`src/common/mrid_pkg.sv`:
```
// constants, opcode encodings and register map for the instruction decoder
package mrid_pkg;

	// -------------------------------------------------------------------
	// word layout
	// -------------------------------------------------------------------
	localparam int unsigned IW_W          = 14;
	localparam int unsigned FA_W          = 7;
	localparam int unsigned BS_W          = 3;
	localparam int unsigned LIT8_W        = 8;
	localparam int unsigned LIT11_W       = 11;
	localparam int unsigned OSC_PER_CYCLE = 4;
	localparam int unsigned CLS_LSB       = 12;
	localparam int unsigned OPC_LSB       = 8;
	localparam int unsigned DEST_BIT      = 7;
	localparam int unsigned BSEL_LSB      = 7;
	localparam int unsigned BITOP_LSB     = 10;
	localparam int unsigned JUMP_BIT      = 11;

	// -------------------------------------------------------------------
	// class, opcode and fixed-word encodings
	// -------------------------------------------------------------------
	localparam logic [1:0] CLS_BYTE = 2'h0;
	localparam logic [1:0] CLS_BIT  = 2'h1;
	localparam logic [1:0] CLS_JUMP = 2'h2;
	localparam logic [3:0] BY_MISC = 4'h0;
	localparam logic [3:0] BY_CLR  = 4'h1;
	localparam logic [3:0] BY_SUB  = 4'h2;
	localparam logic [3:0] BY_DEC  = 4'h3;
	localparam logic [3:0] BY_OR   = 4'h4;
	localparam logic [3:0] BY_AND  = 4'h5;
	localparam logic [3:0] BY_XOR  = 4'h6;
	localparam logic [3:0] BY_ADD  = 4'h7;
	localparam logic [3:0] BY_MOV  = 4'h8;
	localparam logic [3:0] BY_COM  = 4'h9;
	localparam logic [3:0] BY_INC  = 4'ha;
	localparam logic [3:0] BY_DECS = 4'hb;
	localparam logic [3:0] BY_RRC  = 4'hc;
	localparam logic [3:0] BY_RLC  = 4'hd;
	localparam logic [3:0] BY_SWAP = 4'he;
	localparam logic [3:0] BY_INCS = 4'hf;
	localparam logic [1:0] LI_LOAD = 2'h0;
	localparam logic [1:0] LI_RET  = 2'h1;
	localparam logic [2:0] LI_SUB  = 3'h6;
	localparam logic [2:0] LI_ADD  = 3'h7;
	localparam logic [3:0] LI_OR   = 4'h8;
	localparam logic [3:0] LI_AND  = 4'h9;
	localparam logic [7:0] LOW_WDT   = 8'h64;
	localparam logic [7:0] LOW_SLEEP = 8'h63;
	localparam logic [7:0] LOW_RETI  = 8'h09;
	localparam logic [7:0] LOW_RET   = 8'h08;
	localparam logic [13:0] NOP_WORD = 14'h0000;

	// -------------------------------------------------------------------
	// register map and reset values
	// -------------------------------------------------------------------
	localparam int unsigned  BUS_AW       = 4;
	localparam logic [3:0]   REG_CTRL     = 4'h0;
	localparam logic [3:0]   REG_STATUS   = 4'h4;
	localparam logic [3:0]   REG_RETIRED  = 4'h8;
	localparam logic [3:0]   REG_TWOCYC   = 4'hc;
	localparam int unsigned  CTRL_RUN_BIT = 0;
	localparam logic         CTRL_RUN_RST = 1'h1;

	// -------------------------------------------------------------------
	// types
	// -------------------------------------------------------------------
	typedef enum logic [3:0] {
		PH_Q1 = 4'h1,
		PH_Q2 = 4'h2,
		PH_Q3 = 4'h4,
		PH_Q4 = 4'h8
	} mrid_phase_t;

	// file-register ops occupy 01..14 so one range test finds them
	typedef enum logic [5:0] {
		OP_NOP = 6'h00, OP_STORE_ACCUM = 6'h01, OP_CLEAR_FILE = 6'h02,
		OP_SUB_ACCUM_FILE = 6'h03, OP_DEC_FILE = 6'h04, OP_OR_ACCUM_FILE = 6'h05,
		OP_AND_ACCUM_FILE = 6'h06, OP_XOR_ACCUM_FILE = 6'h07,
		OP_ADD_ACCUM_FILE = 6'h08, OP_MOVE_FILE = 6'h09, OP_COMPL_FILE = 6'h0a,
		OP_INC_FILE = 6'h0b, OP_DECREMENT_SKIP_ZERO = 6'h0c,
		OP_ROTATE_RIGHT_CARRY = 6'h0d, OP_ROTATE_LEFT_CARRY = 6'h0e,
		OP_SWAP_NIBBLES = 6'h0f, OP_INCREMENT_SKIP_ZERO = 6'h10,
		OP_BIT_CLEAR_OP = 6'h11, OP_BIT_SET_OP = 6'h12,
		OP_TEST_SKIP_IF_CLEAR = 6'h13, OP_TEST_SKIP_IF_SET = 6'h14,
		OP_CLEAR_ACCUM = 6'h15, OP_CALL_SUB = 6'h16, OP_JUMP = 6'h17,
		OP_LOAD_LITERAL = 6'h18, OP_RETURN_WITH_LITERAL = 6'h19,
		OP_SUB_FROM_LITERAL = 6'h1a, OP_ADD_LITERAL = 6'h1b,
		OP_OR_LITERAL = 6'h1c, OP_AND_LITERAL = 6'h1d,
		OP_WATCHDOG_CLEAR_OP = 6'h1e, OP_STANDBY_OP = 6'h1f,
		OP_INTERRUPT_RETURN_OP = 6'h20, OP_SUB_RETURN_OP = 6'h21
	} mrid_op_t;

	localparam mrid_op_t FILE_FIRST = OP_STORE_ACCUM;
	localparam mrid_op_t BYTE_LAST  = OP_INCREMENT_SKIP_ZERO;
	localparam mrid_op_t FILE_LAST  = OP_TEST_SKIP_IF_SET;

endpackage

```
`src/verilog/mrid_decoder.sv`:
```
// instruction decoder and four-phase sequencer for the 14-bit core
//
// Chosen here: strobed register access and the address map.
`timescale 1ns/1ps
`default_nettype none

module mrid_decoder #(
	parameter int unsigned                INSTR_W    = 14,
	parameter int unsigned                CNT_W      = 16,
	parameter int unsigned                NUM_PORTS  = 2,
	parameter logic [NUM_PORTS*7-1:0]     PORT_ADDRS = {7'h07, 7'h05}
) (
	// clock, reset, enable
	input  wire logic                     core_clk,
	input  wire logic                     reset_n,
	input  wire logic                     clk_en,
	// program memory and datapath feedback
	input  wire logic [INSTR_W-1:0]       instr_word,
	input  wire logic                     result_zero,
	input  wire logic                     tested_bit,
	// register port
	input  wire logic [3:0]               bus_addr,
	input  wire logic [31:0]              bus_wdata,
	input  wire logic                     bus_wr,
	input  wire logic                     bus_rd,
	output logic      [31:0]              bus_rdata,
	// decoded fields
	output logic      [5:0]               op_code,
	output logic                          dest_file,
	output logic      [6:0]               file_addr,
	output logic      [2:0]               bit_sel,
	output logic      [7:0]               literal8,
	output logic      [10:0]              target11,
	// sequencing strobes
	output logic                          fetch,
	output logic                          file_rd,
	output logic                          pin_sel,
	output logic                          file_wr,
	output logic                          accum_wr,
	output logic                          pc_load,
	output logic                          stack_push,
	output logic                          stack_pop,
	output logic                          int_return,
	output logic                          nop_cycle,
	// flag and power control
	output logic                          upd_carry,
	output logic                          upd_digit_carry,
	output logic                          upd_zero,
	output logic                          watchdog_clear,
	output logic                          standby_req,
	output logic                          upd_wdt_flags
);

	// -------------------------------------------------------------------
	// parameter checks
	// -------------------------------------------------------------------
	if (INSTR_W != mrid_pkg::IW_W) begin : g_bad_iw
		$error("instruction width must be 14");
	end
	if (CNT_W < 1 || CNT_W > 32) begin : g_bad_cnt
		$error("counter width must be 1 to 32");
	end
	if (NUM_PORTS < 1) begin : g_bad_ports
		$error("at least one port address required");
	end

	// -------------------------------------------------------------------
	// state
	// -------------------------------------------------------------------
	typedef struct packed {
		mrid_pkg::mrid_phase_t  phase;
		mrid_pkg::mrid_op_t     op;
		logic [13:0]            iw;
		logic                   dest_file;
		logic [6:0]             file_addr;
		logic [2:0]             bit_sel;
		logic [10:0]            literal;
		logic                   run;
		logic                   taken;
		logic                   flush;
		logic                   nop_cycle;
		logic                   fetch;
		logic                   file_rd;
		logic                   pin_sel;
		logic                   file_wr;
		logic                   accum_wr;
		logic                   pc_load;
		logic                   stack_push;
		logic                   stack_pop;
		logic                   int_return;
		logic                   upd_carry;
		logic                   upd_digit_carry;
		logic                   upd_zero;
		logic                   watchdog_clear;
		logic                   standby_req;
		logic                   upd_wdt_flags;
		logic [CNT_W-1:0]       retired;
		logic [CNT_W-1:0]       twocyc;
		logic [31:0]            rdata;
	} mrid_state_t;

	localparam mrid_state_t RESET_STATE = '{
		phase:   mrid_pkg::PH_Q1,
		op:      mrid_pkg::OP_NOP,
		run:     mrid_pkg::CTRL_RUN_RST,
		default: '0
	};

	mrid_state_t s;
	mrid_state_t next_s;

	// -------------------------------------------------------------------
	// decode helpers
	// -------------------------------------------------------------------
	// only the bits that the encodings fix are compared
	function automatic mrid_pkg::mrid_op_t decode_op(input logic [13:0] w);
		mrid_pkg::mrid_op_t o;
		logic [3:0]         opc;
		o   = mrid_pkg::OP_NOP;
		opc = w[mrid_pkg::OPC_LSB +: 4];
		case (w[mrid_pkg::CLS_LSB +: 2])
			mrid_pkg::CLS_BYTE: begin
				case (opc)
					mrid_pkg::BY_MISC: begin
						if (w[mrid_pkg::DEST_BIT])
							o = mrid_pkg::OP_STORE_ACCUM;
						else if (w[7:0] == mrid_pkg::LOW_WDT)
							o = mrid_pkg::OP_WATCHDOG_CLEAR_OP;
						else if (w[7:0] == mrid_pkg::LOW_SLEEP)
							o = mrid_pkg::OP_STANDBY_OP;
						else if (w[7:0] == mrid_pkg::LOW_RETI)
							o = mrid_pkg::OP_INTERRUPT_RETURN_OP;
						else if (w[7:0] == mrid_pkg::LOW_RET)
							o = mrid_pkg::OP_SUB_RETURN_OP;
						else
							o = mrid_pkg::OP_NOP;
					end
					mrid_pkg::BY_CLR: begin
						if (w[mrid_pkg::DEST_BIT])
							o = mrid_pkg::OP_CLEAR_FILE;
						else
							o = mrid_pkg::OP_CLEAR_ACCUM;
					end
					mrid_pkg::BY_ADD:  o = mrid_pkg::OP_ADD_ACCUM_FILE;
					mrid_pkg::BY_AND:  o = mrid_pkg::OP_AND_ACCUM_FILE;
					mrid_pkg::BY_OR:   o = mrid_pkg::OP_OR_ACCUM_FILE;
					mrid_pkg::BY_XOR:  o = mrid_pkg::OP_XOR_ACCUM_FILE;
					mrid_pkg::BY_SUB:  o = mrid_pkg::OP_SUB_ACCUM_FILE;
					mrid_pkg::BY_RLC:  o = mrid_pkg::OP_ROTATE_LEFT_CARRY;
					mrid_pkg::BY_RRC:  o = mrid_pkg::OP_ROTATE_RIGHT_CARRY;
					mrid_pkg::BY_DECS: o = mrid_pkg::OP_DECREMENT_SKIP_ZERO;
					mrid_pkg::BY_INCS: o = mrid_pkg::OP_INCREMENT_SKIP_ZERO;
					mrid_pkg::BY_DEC:  o = mrid_pkg::OP_DEC_FILE;
					mrid_pkg::BY_INC:  o = mrid_pkg::OP_INC_FILE;
					mrid_pkg::BY_MOV:  o = mrid_pkg::OP_MOVE_FILE;
					mrid_pkg::BY_COM:  o = mrid_pkg::OP_COMPL_FILE;
					default:           o = mrid_pkg::OP_SWAP_NIBBLES;
				endcase
			end
			mrid_pkg::CLS_BIT: begin
				case (w[mrid_pkg::BITOP_LSB +: 2])
					2'h0:    o = mrid_pkg::OP_BIT_CLEAR_OP;
					2'h1:    o = mrid_pkg::OP_BIT_SET_OP;
					2'h2:    o = mrid_pkg::OP_TEST_SKIP_IF_CLEAR;
					default: o = mrid_pkg::OP_TEST_SKIP_IF_SET;
				endcase
			end
			mrid_pkg::CLS_JUMP: begin
				if (w[mrid_pkg::JUMP_BIT])
					o = mrid_pkg::OP_JUMP;
				else
					o = mrid_pkg::OP_CALL_SUB;
			end
			default: begin
				// literal class: low code bits marked x are not compared
				if (opc[3:2] == mrid_pkg::LI_LOAD)
					o = mrid_pkg::OP_LOAD_LITERAL;
				else if (opc[3:2] == mrid_pkg::LI_RET)
					o = mrid_pkg::OP_RETURN_WITH_LITERAL;
				else if (opc[3:1] == mrid_pkg::LI_ADD)
					o = mrid_pkg::OP_ADD_LITERAL;
				else if (opc[3:1] == mrid_pkg::LI_SUB)
					o = mrid_pkg::OP_SUB_FROM_LITERAL;
				else if (opc == mrid_pkg::LI_OR)
					o = mrid_pkg::OP_OR_LITERAL;
				else if (opc == mrid_pkg::LI_AND)
					o = mrid_pkg::OP_AND_LITERAL;
				else
					o = mrid_pkg::OP_NOP;
			end
		endcase
		return o;
	endfunction

	function automatic logic is_file_op(input mrid_pkg::mrid_op_t o);
		return o >= mrid_pkg::FILE_FIRST && o <= mrid_pkg::FILE_LAST;
	endfunction

	function automatic logic is_byte_op(input mrid_pkg::mrid_op_t o);
		return o >= mrid_pkg::FILE_FIRST && o <= mrid_pkg::BYTE_LAST;
	endfunction

	function automatic logic is_accum_lit(input mrid_pkg::mrid_op_t o);
		return o >= mrid_pkg::OP_LOAD_LITERAL && o <= mrid_pkg::OP_AND_LITERAL;
	endfunction

	// -------------------------------------------------------------------
	// port address match
	// -------------------------------------------------------------------
	logic [NUM_PORTS-1:0] port_hit;

	for (genvar i = 0; i < NUM_PORTS; i++) begin : g_port
		assign port_hit[i] = (s.file_addr == PORT_ADDRS[i*mrid_pkg::FA_W +: mrid_pkg::FA_W]);
	end

	// -------------------------------------------------------------------
	// next state
	// -------------------------------------------------------------------
	always_comb begin
		logic [13:0]        word;
		mrid_pkg::mrid_op_t dop;
		logic               clr_ret;
		logic               clr_two;
		word    = mrid_pkg::NOP_WORD;
		dop     = mrid_pkg::OP_NOP;
		clr_ret = 1'b0;
		clr_two = 1'b0;
		next_s  = s;
		if (clk_en) begin
			// strobes last one clock
			next_s.fetch           = 1'b0;
			next_s.file_rd         = 1'b0;
			next_s.pin_sel         = 1'b0;
			next_s.file_wr         = 1'b0;
			next_s.accum_wr        = 1'b0;
			next_s.pc_load         = 1'b0;
			next_s.stack_push      = 1'b0;
			next_s.stack_pop       = 1'b0;
			next_s.int_return      = 1'b0;
			next_s.upd_carry       = 1'b0;
			next_s.upd_digit_carry = 1'b0;
			next_s.upd_zero        = 1'b0;
			next_s.watchdog_clear  = 1'b0;
			next_s.standby_req     = 1'b0;
			next_s.upd_wdt_flags   = 1'b0;
			next_s.rdata           = '0;

			// register port
			if (bus_rd) begin
				if (bus_addr == mrid_pkg::REG_CTRL)
					next_s.rdata = {31'h0, s.run};
				else if (bus_addr == mrid_pkg::REG_STATUS)
					next_s.rdata = {6'h0, s.iw, s.phase, s.flush, s.nop_cycle, s.op};
				else if (bus_addr == mrid_pkg::REG_RETIRED)
					next_s.rdata = 32'(s.retired);
				else if (bus_addr == mrid_pkg::REG_TWOCYC)
					next_s.rdata = 32'(s.twocyc);
				else
					next_s.rdata = '0;
			end
			if (bus_wr) begin
				if (bus_addr == mrid_pkg::REG_CTRL)
					next_s.run = bus_wdata[mrid_pkg::CTRL_RUN_BIT];
				else if (bus_addr == mrid_pkg::REG_RETIRED)
					clr_ret = 1'b1;
				else if (bus_addr == mrid_pkg::REG_TWOCYC)
					clr_two = 1'b1;
			end
			if (clr_ret)
				next_s.retired = '0;
			if (clr_two)
				next_s.twocyc = '0;

			// four clock periods make one instruction cycle
			case (s.phase)
				mrid_pkg::PH_Q1: begin
					// a flushed or halted cycle executes as a no-op
					if (!s.flush && s.run)
						word = instr_word;
					dop                = decode_op(word);
					next_s.iw          = word;
					next_s.op          = dop;
					next_s.nop_cycle   = s.flush;
					next_s.flush       = 1'b0;
					next_s.taken       = 1'b0;
					next_s.file_addr   = word[mrid_pkg::FA_W-1:0];
					next_s.dest_file   = word[mrid_pkg::DEST_BIT];
					next_s.bit_sel     = word[mrid_pkg::BSEL_LSB +: mrid_pkg::BS_W];
					next_s.literal     = word[mrid_pkg::LIT11_W-1:0];
					next_s.phase       = mrid_pkg::PH_Q2;
				end
				mrid_pkg::PH_Q2: begin
					// read happens even when the op only writes
					next_s.file_rd = is_file_op(s.op);
					next_s.pin_sel = is_file_op(s.op) && (|port_hit);
					next_s.phase   = mrid_pkg::PH_Q3;
				end
				mrid_pkg::PH_Q3: begin
					case (s.op)
						mrid_pkg::OP_ADD_ACCUM_FILE, mrid_pkg::OP_SUB_ACCUM_FILE,
						mrid_pkg::OP_ADD_LITERAL, mrid_pkg::OP_SUB_FROM_LITERAL: begin
							next_s.upd_carry       = 1'b1;
							next_s.upd_digit_carry = 1'b1;
							next_s.upd_zero        = 1'b1;
						end
						mrid_pkg::OP_ROTATE_LEFT_CARRY, mrid_pkg::OP_ROTATE_RIGHT_CARRY: begin
							next_s.upd_carry = 1'b1;
						end
						mrid_pkg::OP_AND_ACCUM_FILE, mrid_pkg::OP_OR_ACCUM_FILE,
						mrid_pkg::OP_XOR_ACCUM_FILE, mrid_pkg::OP_CLEAR_FILE,
						mrid_pkg::OP_CLEAR_ACCUM, mrid_pkg::OP_COMPL_FILE,
						mrid_pkg::OP_DEC_FILE, mrid_pkg::OP_INC_FILE,
						mrid_pkg::OP_MOVE_FILE, mrid_pkg::OP_AND_LITERAL,
						mrid_pkg::OP_OR_LITERAL: begin
							next_s.upd_zero = 1'b1;
						end
						mrid_pkg::OP_WATCHDOG_CLEAR_OP: begin
							next_s.watchdog_clear = 1'b1;
							next_s.upd_wdt_flags  = 1'b1;
						end
						mrid_pkg::OP_STANDBY_OP: begin
							next_s.standby_req   = 1'b1;
							next_s.upd_wdt_flags = 1'b1;
						end
						mrid_pkg::OP_DECREMENT_SKIP_ZERO, mrid_pkg::OP_INCREMENT_SKIP_ZERO: begin
							next_s.taken = result_zero;
						end
						mrid_pkg::OP_TEST_SKIP_IF_CLEAR: begin
							next_s.taken = !tested_bit;
						end
						mrid_pkg::OP_TEST_SKIP_IF_SET: begin
							next_s.taken = tested_bit;
						end
						mrid_pkg::OP_CALL_SUB: begin
							next_s.taken      = 1'b1;
							next_s.pc_load    = 1'b1;
							next_s.stack_push = 1'b1;
						end
						mrid_pkg::OP_JUMP: begin
							next_s.taken   = 1'b1;
							next_s.pc_load = 1'b1;
						end
						mrid_pkg::OP_RETURN_WITH_LITERAL, mrid_pkg::OP_SUB_RETURN_OP: begin
							next_s.taken     = 1'b1;
							next_s.pc_load   = 1'b1;
							next_s.stack_pop = 1'b1;
						end
						mrid_pkg::OP_INTERRUPT_RETURN_OP: begin
							next_s.taken      = 1'b1;
							next_s.pc_load    = 1'b1;
							next_s.stack_pop  = 1'b1;
							next_s.int_return = 1'b1;
						end
						default: begin
							next_s.taken = 1'b0;
						end
					endcase
					next_s.phase = mrid_pkg::PH_Q4;
				end
				mrid_pkg::PH_Q4: begin
					// result goes to accumulator or back to the file register
					next_s.file_wr = (is_byte_op(s.op) && s.dest_file)
						|| s.op == mrid_pkg::OP_BIT_CLEAR_OP
						|| s.op == mrid_pkg::OP_BIT_SET_OP;
					next_s.accum_wr = (is_byte_op(s.op) && !s.dest_file)
						|| s.op == mrid_pkg::OP_CLEAR_ACCUM
						|| is_accum_lit(s.op);
					next_s.flush = s.taken;
					next_s.fetch = 1'b1;
					if (!s.nop_cycle)
						next_s.retired = (clr_ret ? '0 : s.retired) + 1'b1;
					if (s.taken)
						next_s.twocyc = (clr_two ? '0 : s.twocyc) + 1'b1;
					next_s.phase = mrid_pkg::PH_Q1;
				end
				default: begin
					next_s.phase = mrid_pkg::PH_Q1;
				end
			endcase
		end
	end

	// -------------------------------------------------------------------
	// registers
	// -------------------------------------------------------------------
	always_ff @(posedge core_clk) begin
		if (!reset_n)
			s <= RESET_STATE;
		else
			s <= next_s;
	end

	// -------------------------------------------------------------------
	// outputs
	// -------------------------------------------------------------------
	assign bus_rdata       = s.rdata;
	assign op_code         = s.op;
	assign dest_file       = s.dest_file;
	assign file_addr       = s.file_addr;
	assign bit_sel         = s.bit_sel;
	assign literal8        = s.literal[mrid_pkg::LIT8_W-1:0];
	assign target11        = s.literal;
	assign fetch           = s.fetch;
	assign file_rd         = s.file_rd;
	assign pin_sel         = s.pin_sel;
	assign file_wr         = s.file_wr;
	assign accum_wr        = s.accum_wr;
	assign pc_load         = s.pc_load;
	assign stack_push      = s.stack_push;
	assign stack_pop       = s.stack_pop;
	assign int_return      = s.int_return;
	assign nop_cycle       = s.nop_cycle;
	assign upd_carry       = s.upd_carry;
	assign upd_digit_carry = s.upd_digit_carry;
	assign upd_zero        = s.upd_zero;
	assign watchdog_clear  = s.watchdog_clear;
	assign standby_req     = s.standby_req;
	assign upd_wdt_flags   = s.upd_wdt_flags;

endmodule

`default_nettype wire

```
`config.mk`:
```
export PLATFORM = sky130hd
export DESIGN_NAME = mrid_decoder
export DESIGN_NICKNAME = d
export VERILOG_FILES = /design/src/common/mrid_pkg.sv /design/src/verilog/mrid_decoder.sv
export SDC_FILE = /design/constraint.sdc
export NUM_CORES = 1
export LEC_CHECK = 0
export ABC_AREA = 0
export BUFFER_PORTS_ARGS = -buffer_cell sky130_fd_sc_hd__buf_2
export CORE_ASPECT_RATIO = 1.75
export CORE_UTILIZATION = 30
export DETAILED_ROUTE_END_ITERATION = 8
export SLEW_MARGIN = 20
export SYNTH_ARGS = -nofsm -noshare
export SYNTH_HDL_FRONTEND = slang
export SYNTH_SLANG_ARGS = --single-unit
```
`constraint.sdc`:
```
create_clock -name core_clk -period 5.1 [get_ports core_clk]
set_clock_uncertainty 0.1 [all_clocks]
set_input_delay 0.765 -clock core_clk [delete_from_list [all_inputs] [get_ports core_clk]]
set_output_delay 0.765 -clock core_clk [all_outputs]
set_load 0.05 [all_outputs]
```
==> results.ini, run 1 <==
[status]
status = finished clean

[clock_tree]
clkLatencyLatePin_ns = 0.36
clkTransAtPathRegs_ns = 0.07
cts_root_buf = clkbuf_16
cts.sinks = 101
cts_made_buffers = 9
ctsLongestPathBuffers = 2
htree_levels = 3
postCtsSetupBuffers = 0
hold_buffers = 0
cts_resized = 0
cts_tree = built

[job]
cap_violations = 0

[setup_path]
crit_chain = buf_2 > clkinv_1 > nand2_1 > and2_1 > ha_1 > nor2b_1 > nand2_1 > or4_1 > or3_1 > a21oi_1
max_stage_delay_ns = 0.54
worst-path-buf-inv = 2
rrSetupSlack_ns = 2.30
crit_slowest_cell = or4_1
r2r-start = s[128]
worst-endpoint-arrival_ns = 3.52
required_ns = 5.28
critPathMaxFanout = 18
cp-end-kind = flop
critical-path-top-delay-family = simple AND/OR/NAND/NOR gates
startpoint = bus_addr[2]
path_class = in -> reg
worstSetupStartpointType = input pin
crit_top_cell = nand2_1
rr_worst_depth = 5
r2r-end = s[59]

[timing]
tightest_slew_ns = 0.993
fmax_mhz = 300
finalHoldViolCount = 0
timing.final.crit_share_pct = 65.5
min_period_ns = 3.34
maxSlewHeadroom_pct = 33.2
setup_viol = 0
tns_ns = 0
rsz0062_at_grt = false
fin_hold_ws_ns = 0.360
slew_violations = 0

[drt]
ant_nets = 0
drc = 0
avgRoutedWirePerCell_um = 17.5
vias = 5515
drtIter0Drc = 360
drt-pass1-iter-count = 5
routed_wl_um = 17900
via_per_inst = 5.38

[finish]
nNetsFinal = 844
final_util_pct = 33.1
largest_register = s
largest_reg_flops = 53
syn_to_final_growth_pct = 7.85
drive_gt1_share_pct = 18.7
final_area_um2 = 6570
diodes = 0

[grt]
grt_pass1_vias = 4992
grt_pass1_wl_um = 26900
antenna_found_initial = 0
grt_overflow = 0
grtUsageTotal_pct = 17.1
grt_max_degree = 50

[die]
die_x_um = 110
dieArea_um2 = 20900
dieHeight_um = 190
coreArea_um2 = 19800
initial_utilization_pct = 30.7
io_pins = 141
rows = 68

[logic_synthesis]
yosys_most_used_dff = dfxtp_1
yosysWarnings = 0
synth_enable_flop_cells = 0
ys_ff_latch = 101
synth_area_per_cell_um2 = 7.90
async_flop_share_pct = 0
synth_cells = 771
synth.distinct_cells = 72
ys_seq_area_share_pct = 33.2
synth_area_um2 = 6090

[placed_design]
gp_congestion = 0.858
placed_area_um2 = 6270
port_buffers = 103
hpwl_um = 13300

[worst_hold_path]
whs_endpoint = s[118]
hp-start = s[118]
hold_class = reg -> reg
holdPathStages = 2

[power_and_ir_drop]
ir_worst_vdd_mv = 0.128
totalPowerFinal_mw = 1.83
p_leak_nw = 2.57
power_density_nw_per_um2 = 279

## cells in the final DEF, fill, tap and decap left out, types with 4 or more instances in the layout
master       n
a211o_1      4
a21oi_1     62
a22oi_1     17
a31oi_1      6
a32oi_1      5
and2_1      28
and3_1       6
buf_2      103
buf_4        9
clkbuf_16    9
conb_1       6
dfxtp_1    101
ha_1        11
inv_1       12
inv_6        4
mux2_2       6
mux2i_1     15
nand2_1     75
nand2b_1    10
nand3_1     26
nand4_1     16
nor2_1      72
nor2b_1      7
nor3_1      12
nor3b_1      4
nor4_1      11
nor4bb_1     4
o2111ai_1    4
o211ai_1     9
o21ai_0     21
o22ai_1      4
o2bb2ai_1   17
o31ai_1      4
or3_1        6
xnor2_1     11
xor2_1       4
## through the flow
stage | instances | setup slack [ns]
2_1_floorplan | 776 | 2.12
3_3_place_gp | 1010 | 1.51
3_5_place_dp | 1010 | 1.48
4_1_cts | 1026 | 1.83
5_1_grt | 1026 | 1.54
6_report | 1026 | 1.76
## final cells by class
type / count / area (µm²)
Fill cell: 2131 / 13300
Timing Repair Buffer: 112 / 583
Multi-Input combinational cell: 538 / 3310
Clock buffer: 10 / 239
Tap cell: 245 / 307
Clock inverter: 6 / 52.6
Sequential cell: 101 / 2020
Inverter: 14 / 52.6
## how the worst max path moves through the flow
stage / cells after the start / endpoint
2_1_floorplan: 11 / s[62]
3_3_place_gp: 10 / s[62]
3_5_place_dp: 10 / s[62]
4_1_cts: 10 / s[62]
5_1_grt: 10 / s[62]
6_report: 10 / s[62]
## tightest hold or removal path, delay by kind of cell (launching register included)
family,cells,cell delay [ns]
simple gates,1,0.05
flops,1,0.31
compound gates,1,0.05
## synthesized netlist by cell type (4+ instances only)
cell       instances  share of area, %
dfxtp_1          101                33
nand2_1           75               4.6
nor2_1            72               4.4
buf_4             67               8.3
a21oi_1           62               5.1
clkbuf_1          50               3.1
and2_1            28               2.9
nand3_1           26               2.1
o21ai_0           21               1.7
a22oi_1           17               2.1
o2bb2ai_1         17               2.4
nand4_1           16               1.6
mux2i_1           15               2.5
inv_1             12              0.74
nor3_1            12              0.99
nor4_1            12               1.2
ha_1              11               2.3
xnor2_1           11               1.6
nand2b_1          10               1.0
o211ai_1           9               1.1
nor2b_1            8              0.82
a31oi_1            6              0.62
and3_1             6              0.62
mux2_2             6               1.1
or3_1              6              0.62
a32oi_1            5              0.72
a211o_1            4              0.58
nor3b_1            4              0.49
nor4bb_1           4              0.66
o2111ai_1          4              0.58
o22ai_1            4              0.41
o31ai_1            4              0.49
xor2_1             4              0.58
## where the power goes
part,switching (mW),internal (mW)
logic,0.217,0.0860
clock network,0.336,0.354
registers,0.0387,0.803
## per-layer routing
layer / wire length [µm] / up-vias / GRT usage, %
met4: 939 / 0 / 10.2
li1: - / 2680 / -
met5: 0 / - / 0
met1: 6720 / 2644 / 17.6
met3: 556 / 46 / 2.53
met2: 9720 / 145 / 31.6
## logic make-up after synthesis
logic type                 after synthesis  synth area share (%)
buffers and inverters                  137                  12.9
adders and majority gates               11                  2.26
AOI/OAI and AO/OA                      181                  19.9
other                                    1                0.0616
DFF                                    101                  33.2
muxes                                   23                  4.13
and+or+nand+nor                        302                  25.4
xor gates and xnor gates                15                  2.16
Power figures use the tool's default switching activity.
==> run 2: changes to the inputs <==
==> constraint.sdc (replaced) <==
create_clock -name core_clk -period 3.1 [get_ports core_clk]
set_clock_uncertainty 0.1 [all_clocks]
set_input_delay 0.465 -clock core_clk [delete_from_list [all_inputs] [get_ports core_clk]]
set_output_delay 0.465 -clock core_clk [all_outputs]
set_load 0.05 [all_outputs]
==> results.ini, run 2 (synthesized netlist as in run 1, its figures left out) <==
[placed_design]
gp_congestion = 0.874
place_inst = 1022
dp_slack_ns = 0.397
port_buffers = 103
hpwl_um = 13500

[power_and_ir_drop]
power.internal_mw = 2.02
p_sw_mw = 0.964
p_leak_nw = 2.62
ir_worst_vdd_mv = 0.232
clockPowerShare_pct = 36.4
p_comb_share_pct = 17.6
p_seq_share_pct = 46.0
power_density_nw_per_um2 = 449
switching_share_pct = 32.3

[finish]
diodes = 0
mostFrequentLayoutCells = buf_2 (103), dfxtp_1 (101), nand2_1 (75)
final_common_cell = buf_2
largest_reg_flops = 53
nNetsFinal = 856
drive_gt1_share_pct = 19.7
fin_cells = 1037
largest_register = s
syn_to_final_growth_pct = 9.20

[drt]
drtIter0Drc = 281
avgRoutedWirePerCell_um = 17.7
routed_wl_um = 18300
vias = 5603
drt-pass1-iter-count = 5
drc = 0
via_per_inst = 5.40
ant_nets = 0

[grt]
grt_max_degree = 47
antenna_found_initial = 0
grtUsageTotal_pct = 17.6
grt_pass1_wl_um = 27800
grt_pass1_vias = 5197
grt_overflow = 0

[clock_tree]
clkLatencyLatePin_ns = 0.36
htree_levels = 3
cts_tree = built
cts_made_buffers = 9
ctsLongestPathBuffers = 2
cts.sinks = 101
postCtsSetupBuffers = 0
clkTransAtPathRegs_ns = 0.08
cts_root_buf = clkbuf_16
hold_buffers = 0
cts_resized = 0

[setup_path]
worst-endpoint-arrival_ns = 2.79
crit_slowest_cell = or4b_4
critical-path-top-delay-family = simple AND/OR/NAND/NOR gates
cp-end-kind = flop
max_stage_delay_ns = 0.60
worst-path-buf-inv = 0
crit_chain = or4b_4 > or3_1 > nor4_1 > nand3_1 > mux2_1
required_ns = 3.24
critPathMaxFanout = 10
path_class = reg -> reg
worstSetupStartpointType = flop

[die]
die_x_um = 110
dieHeight_um = 190
initial_utilization_pct = 30.7
rows = 68
io_pins = 141
dieArea_um2 = 20900
coreArea_um2 = 19800

[timing]
finalHoldViolCount = 0
final.setup.worst_slack_ns = 0.448
timing.final.crit_share_pct = 85.5
rsz0062_at_grt = false
slew_violations = 0
tightest_slew_ns = 1.11
min_period_ns = 2.65
fmax_mhz = 377
tns_ns = 0
maxSlewHeadroom_pct = 26.2
setup_viol = 0

[job]
cap_violations = 0

[worst_hold_path]
hold_class = in -> reg

[status]
status = finished clean

==> run 2: cell types whose count changed in the layout (fill, tap and decap cells not counted) <==
| cell | previous run | this run |
|---|---|---|
| buf_4 | 9 | 20 |
| buf_12 | 0 | 1 |
| nor2b_2 | 1 | 0 |
| clkbuf_8 | 1 | 0 |
| clkinv_2 | 0 | 1 |
| nor2b_1 | 7 | 8 |
| inv_6 | 4 | 2 |
| clkinv_4 | 2 | 3 |
==> run 2: through the flow <==
step / util [%] / hold WS [ns] / instance area, µm² / power, mW
finish: 33.5 / 0.250 / 6650 / 2.98
global route: 33.5 / 0.286 / 6650 / 3.10
CTS: 33.5 / 0.244 / 6650 / 3.00
detailed placement: 32.2 / 0.350 / 6380 / 1.92
global placement: 32.2 / 0.348 / 6380 / 1.92
floorplan: - / 0.336 / 6110 / 1.83
==> run 2: area by class of cell <==
class                      count  area (µm²)
clock buffer                   9         225
clock inverter                 6        48.8
fill                        2137       13200
inverter                      14        52.6
multi-input combinational    538        3310
sequential                   101        2020
tap                          245         307
timing repair buffer         124         686
==> run 2: per-layer routing <==
layer / vias up / global-route usage [%] / routed length, µm
li1: 2722 / - / -
met5: - / 0 / 0
met4: 0 / 12.3 / 1120
met2: 155 / 32.4 / 9750
met3: 43 / 1.88 / 676
met1: 2683 / 18.1 / 6790
==> run 2: path summary, 6_finish.rpt <==
| path | from | end | slack (ns) | cells past startpoint |
|---|---|---|---|---|
| setup reg to reg | s[126] | s[59] | 0.45 | 5 |
| hold reg to reg | s[118] | s[118] | 0.36 | 2 |
| setup / recovery | s[126] | s[59] | 0.45 | 5 |
| hold / removal | bus_wdata[0] | s[82] | 0.25 | 3 |
==> run 2: worst min-delay path, stage by stage <==
cell and delay, ns:
buf_2 0.08, mux2i_1 0.06, nand2_1 0.07
==> run 2: power groups by stage <==
stage	sequential (mW)	combinational, mW	clock (mW)
after floorplan	1.38	0.453	0
after detailed placement	1.40	0.520	0
after global routing	1.38	0.561	1.16
after global placement	1.40	0.519	0
final	1.37	0.524	1.09
after CTS	1.37	0.521	1.10
==> run 3: changes to the inputs <==
--- a/config.mk
+++ b/config.mk
@@ -9,7 +9,9 @@
 export BUFFER_PORTS_ARGS = -buffer_cell sky130_fd_sc_hd__buf_2
 export CORE_ASPECT_RATIO = 1.75
 export CORE_UTILIZATION = 30
+export CTS_CLUSTER_SIZE = 28
 export DETAILED_ROUTE_END_ITERATION = 8
+export PLACE_DENSITY = 0.5
 export SLEW_MARGIN = 20
 export SYNTH_ARGS = -nofsm -noshare
 export SYNTH_HDL_FRONTEND = slang
==> constraint.sdc (replaced) <==
create_clock -name core_clk -period 2.48 [get_ports core_clk]
set_clock_uncertainty 0.1 [all_clocks]
set_input_delay 0.372 -clock core_clk [delete_from_list [all_inputs] [get_ports core_clk]]
set_output_delay 0.372 -clock core_clk [all_outputs]
set_load 0.05 [all_outputs]
==> results.ini, run 3 (synthesized netlist as in run 1, its figures left out) <==
[grt]
grt_max_degree = 47
grtUsageTotal_pct = 18.9
grt_pass1_wl_um = 29700
antenna_found_initial = 0
grt_overflow = 0
grt_pass1_vias = 5373

[placed_design]
dp_slack_ns = -0.0655
port_buffers = 103
gp_congestion = 0.820
hpwl_um = 14400
place_inst = 1055

[timing]
timing.final.crit_share_pct = 96.1
final.setup.worst_slack_ns = 0.0967
maxSlewHeadroom_pct = 60.3
min_period_ns = 2.38
slew_violations = 0
setup_viol = 0
fmax_mhz = 420
tightest_slew_ns = 0.588
finalHoldViolCount = 0
rsz0062_at_grt = false

[clock_tree]
clkTransAtPathRegs_ns = 0.08
postCtsSetupBuffers = 0
clkLatencyLatePin_ns = 0.37
cts_made_buffers = 9
cts_tree = built
cts_root_buf = clkbuf_16
cts.sinks = 101
htree_levels = 3
ctsLongestPathBuffers = 2

[drt]
drtIter0Drc = 210
avgRoutedWirePerCell_um = 17.8
routed_wl_um = 19100
drc = 0
ant_nets = 0
vias = 5630
drt-pass1-iter-count = 4
via_per_inst = 5.26

[die]
dieArea_um2 = 20900
rows = 68
io_pins = 141
die_x_um = 110
dieHeight_um = 190
coreArea_um2 = 19800
initial_utilization_pct = 30.7

[finish]
largest_register = s
fillCellCount = 2108
seqCellArea_um2 = 2020
final_common_cell = buf_2
mostFrequentLayoutCells = buf_2 (103), dfxtp_1 (99), nand2_1 (75)
diodes = 0
multiInputGateArea_um2 = 3330
drive_gt1_share_pct = 24.0
largest_reg_flops = 53
fin_cells = 1071
nNetsFinal = 889
syn_to_final_growth_pct = 14.1

[setup_path]
worstSetupStartpointType = flop
startpoint = s[125]
path_class = reg -> reg
r2r-start = s[125]
worst-endpoint-arrival_ns = 2.53
cp-end-kind = flop
r2r-end = s[59]
rr_worst_depth = 6
required_ns = 2.63
crit_path_end = s[59]
critPathMaxFanout = 4
rrSetupSlack_ns = 0.1

[power_and_ir_drop]
p_leak_nw = 2.80
ir_worst_vdd_mv = 0.437
power_density_nw_per_um2 = 558

[worst_hold_path]
hold_class = in -> reg

[status]
status = finished clean

[job]
cap_violations = 0

## run 3: changes by cell type in the layout (fill, tap and decap cells not counted), moves of 2 or more
| cell | change |
|---|---|
| buf_4 | +33 |
| dfxtp_1 | -2 |
| ha_1 | -3 |
| clkbuf_8 | +2 |
| clkinv_4 | -3 |
| inv_8 | +2 |
| ha_2 | +3 |
| dfxtp_2 | +2 |
## run 3: worst min path at each step
stage / start / end / slack (ns) / cells past startpoint
after floorplan: s[118] / s[118] / 0.34 / 2
after global placement: s[116] / s[116] / 0.35 / 2
after detailed placement: watchdog_clear / watchdog_clear / 0.35 / 2
after CTS: bus_wdata[0] / s[82] / 0.13 / 3
after global routing: bus_wdata[0] / s[82] / 0.15 / 3
final: bus_wdata[0] / s[82] / 0.15 / 3
## run 3: power by group
group	internal, mW	total (mW)	leakage (nW)	switching [mW]
clock	0.763	1.48	0.151	0.717
sequential	1.65	1.70	0.817	0.0487
combinational	0.209	0.700	1.83	0.492
total	2.62	3.88	2.80	1.26
## run 3: critical path, stage by stage, from the launching register on
cell and delay [ns]:
dfxtp_1 0.32, or4b_4 0.54, or3_1 0.40, nor4_2 0.34, buf_4 0.18, nand3_1 0.08, mux2_1 0.31
## run 3: through the flow
stage          power [mW]  hold WS [ns]  setup TNS [ns]  area, µm²  util, %
3_5_place_dp         2.44         0.354          -0.148       6630     33.4
5_1_grt              4.05         0.152               0       6950     35.0
6_report             3.88         0.148               0       6950     35.0
4_1_cts              3.91         0.133               0       6930     35.0
3_3_place_gp         2.44         0.348         -0.0456       6630     33.4
2_1_floorplan        2.29         0.336               0       6110        -
## run 3: metal layers
| layer | track usage (%) | vias up | part of all wire, % |
|---|---|---|---|
| met4 | 11.7 | 0 | 5.4 |
| li1 | - | 2784 | - |
| met3 | 2.12 | 40 | 2.6 |
| met2 | 33.9 | 117 | 53 |
| met1 | 20.7 | 2689 | 39 |
| met5 | 0 | - | 0 |
## run 3: cell type report
type / count / area share [%]
inverter: 14 / 0.774
clock inverter: 5 / 0.702
timing repair buffer: 157 / 13.4
clock buffer: 11 / 3.64
multi-input combinational: 538 / 47.9
tap: 245 / 4.41
sequential: 101 / 29.1
## run 3: repair_timing
| action | CTS | global route |
|---|---|---|
| cloned | 0 | 0 |
| pin swaps | 0 | 1 |
| hold endpoints to repair | 0 | 0 |
| gates resized for setup | 1 | 6 |
| hold buffers | 0 | 0 |
| setup endpoints to repair | 1 | 4 |
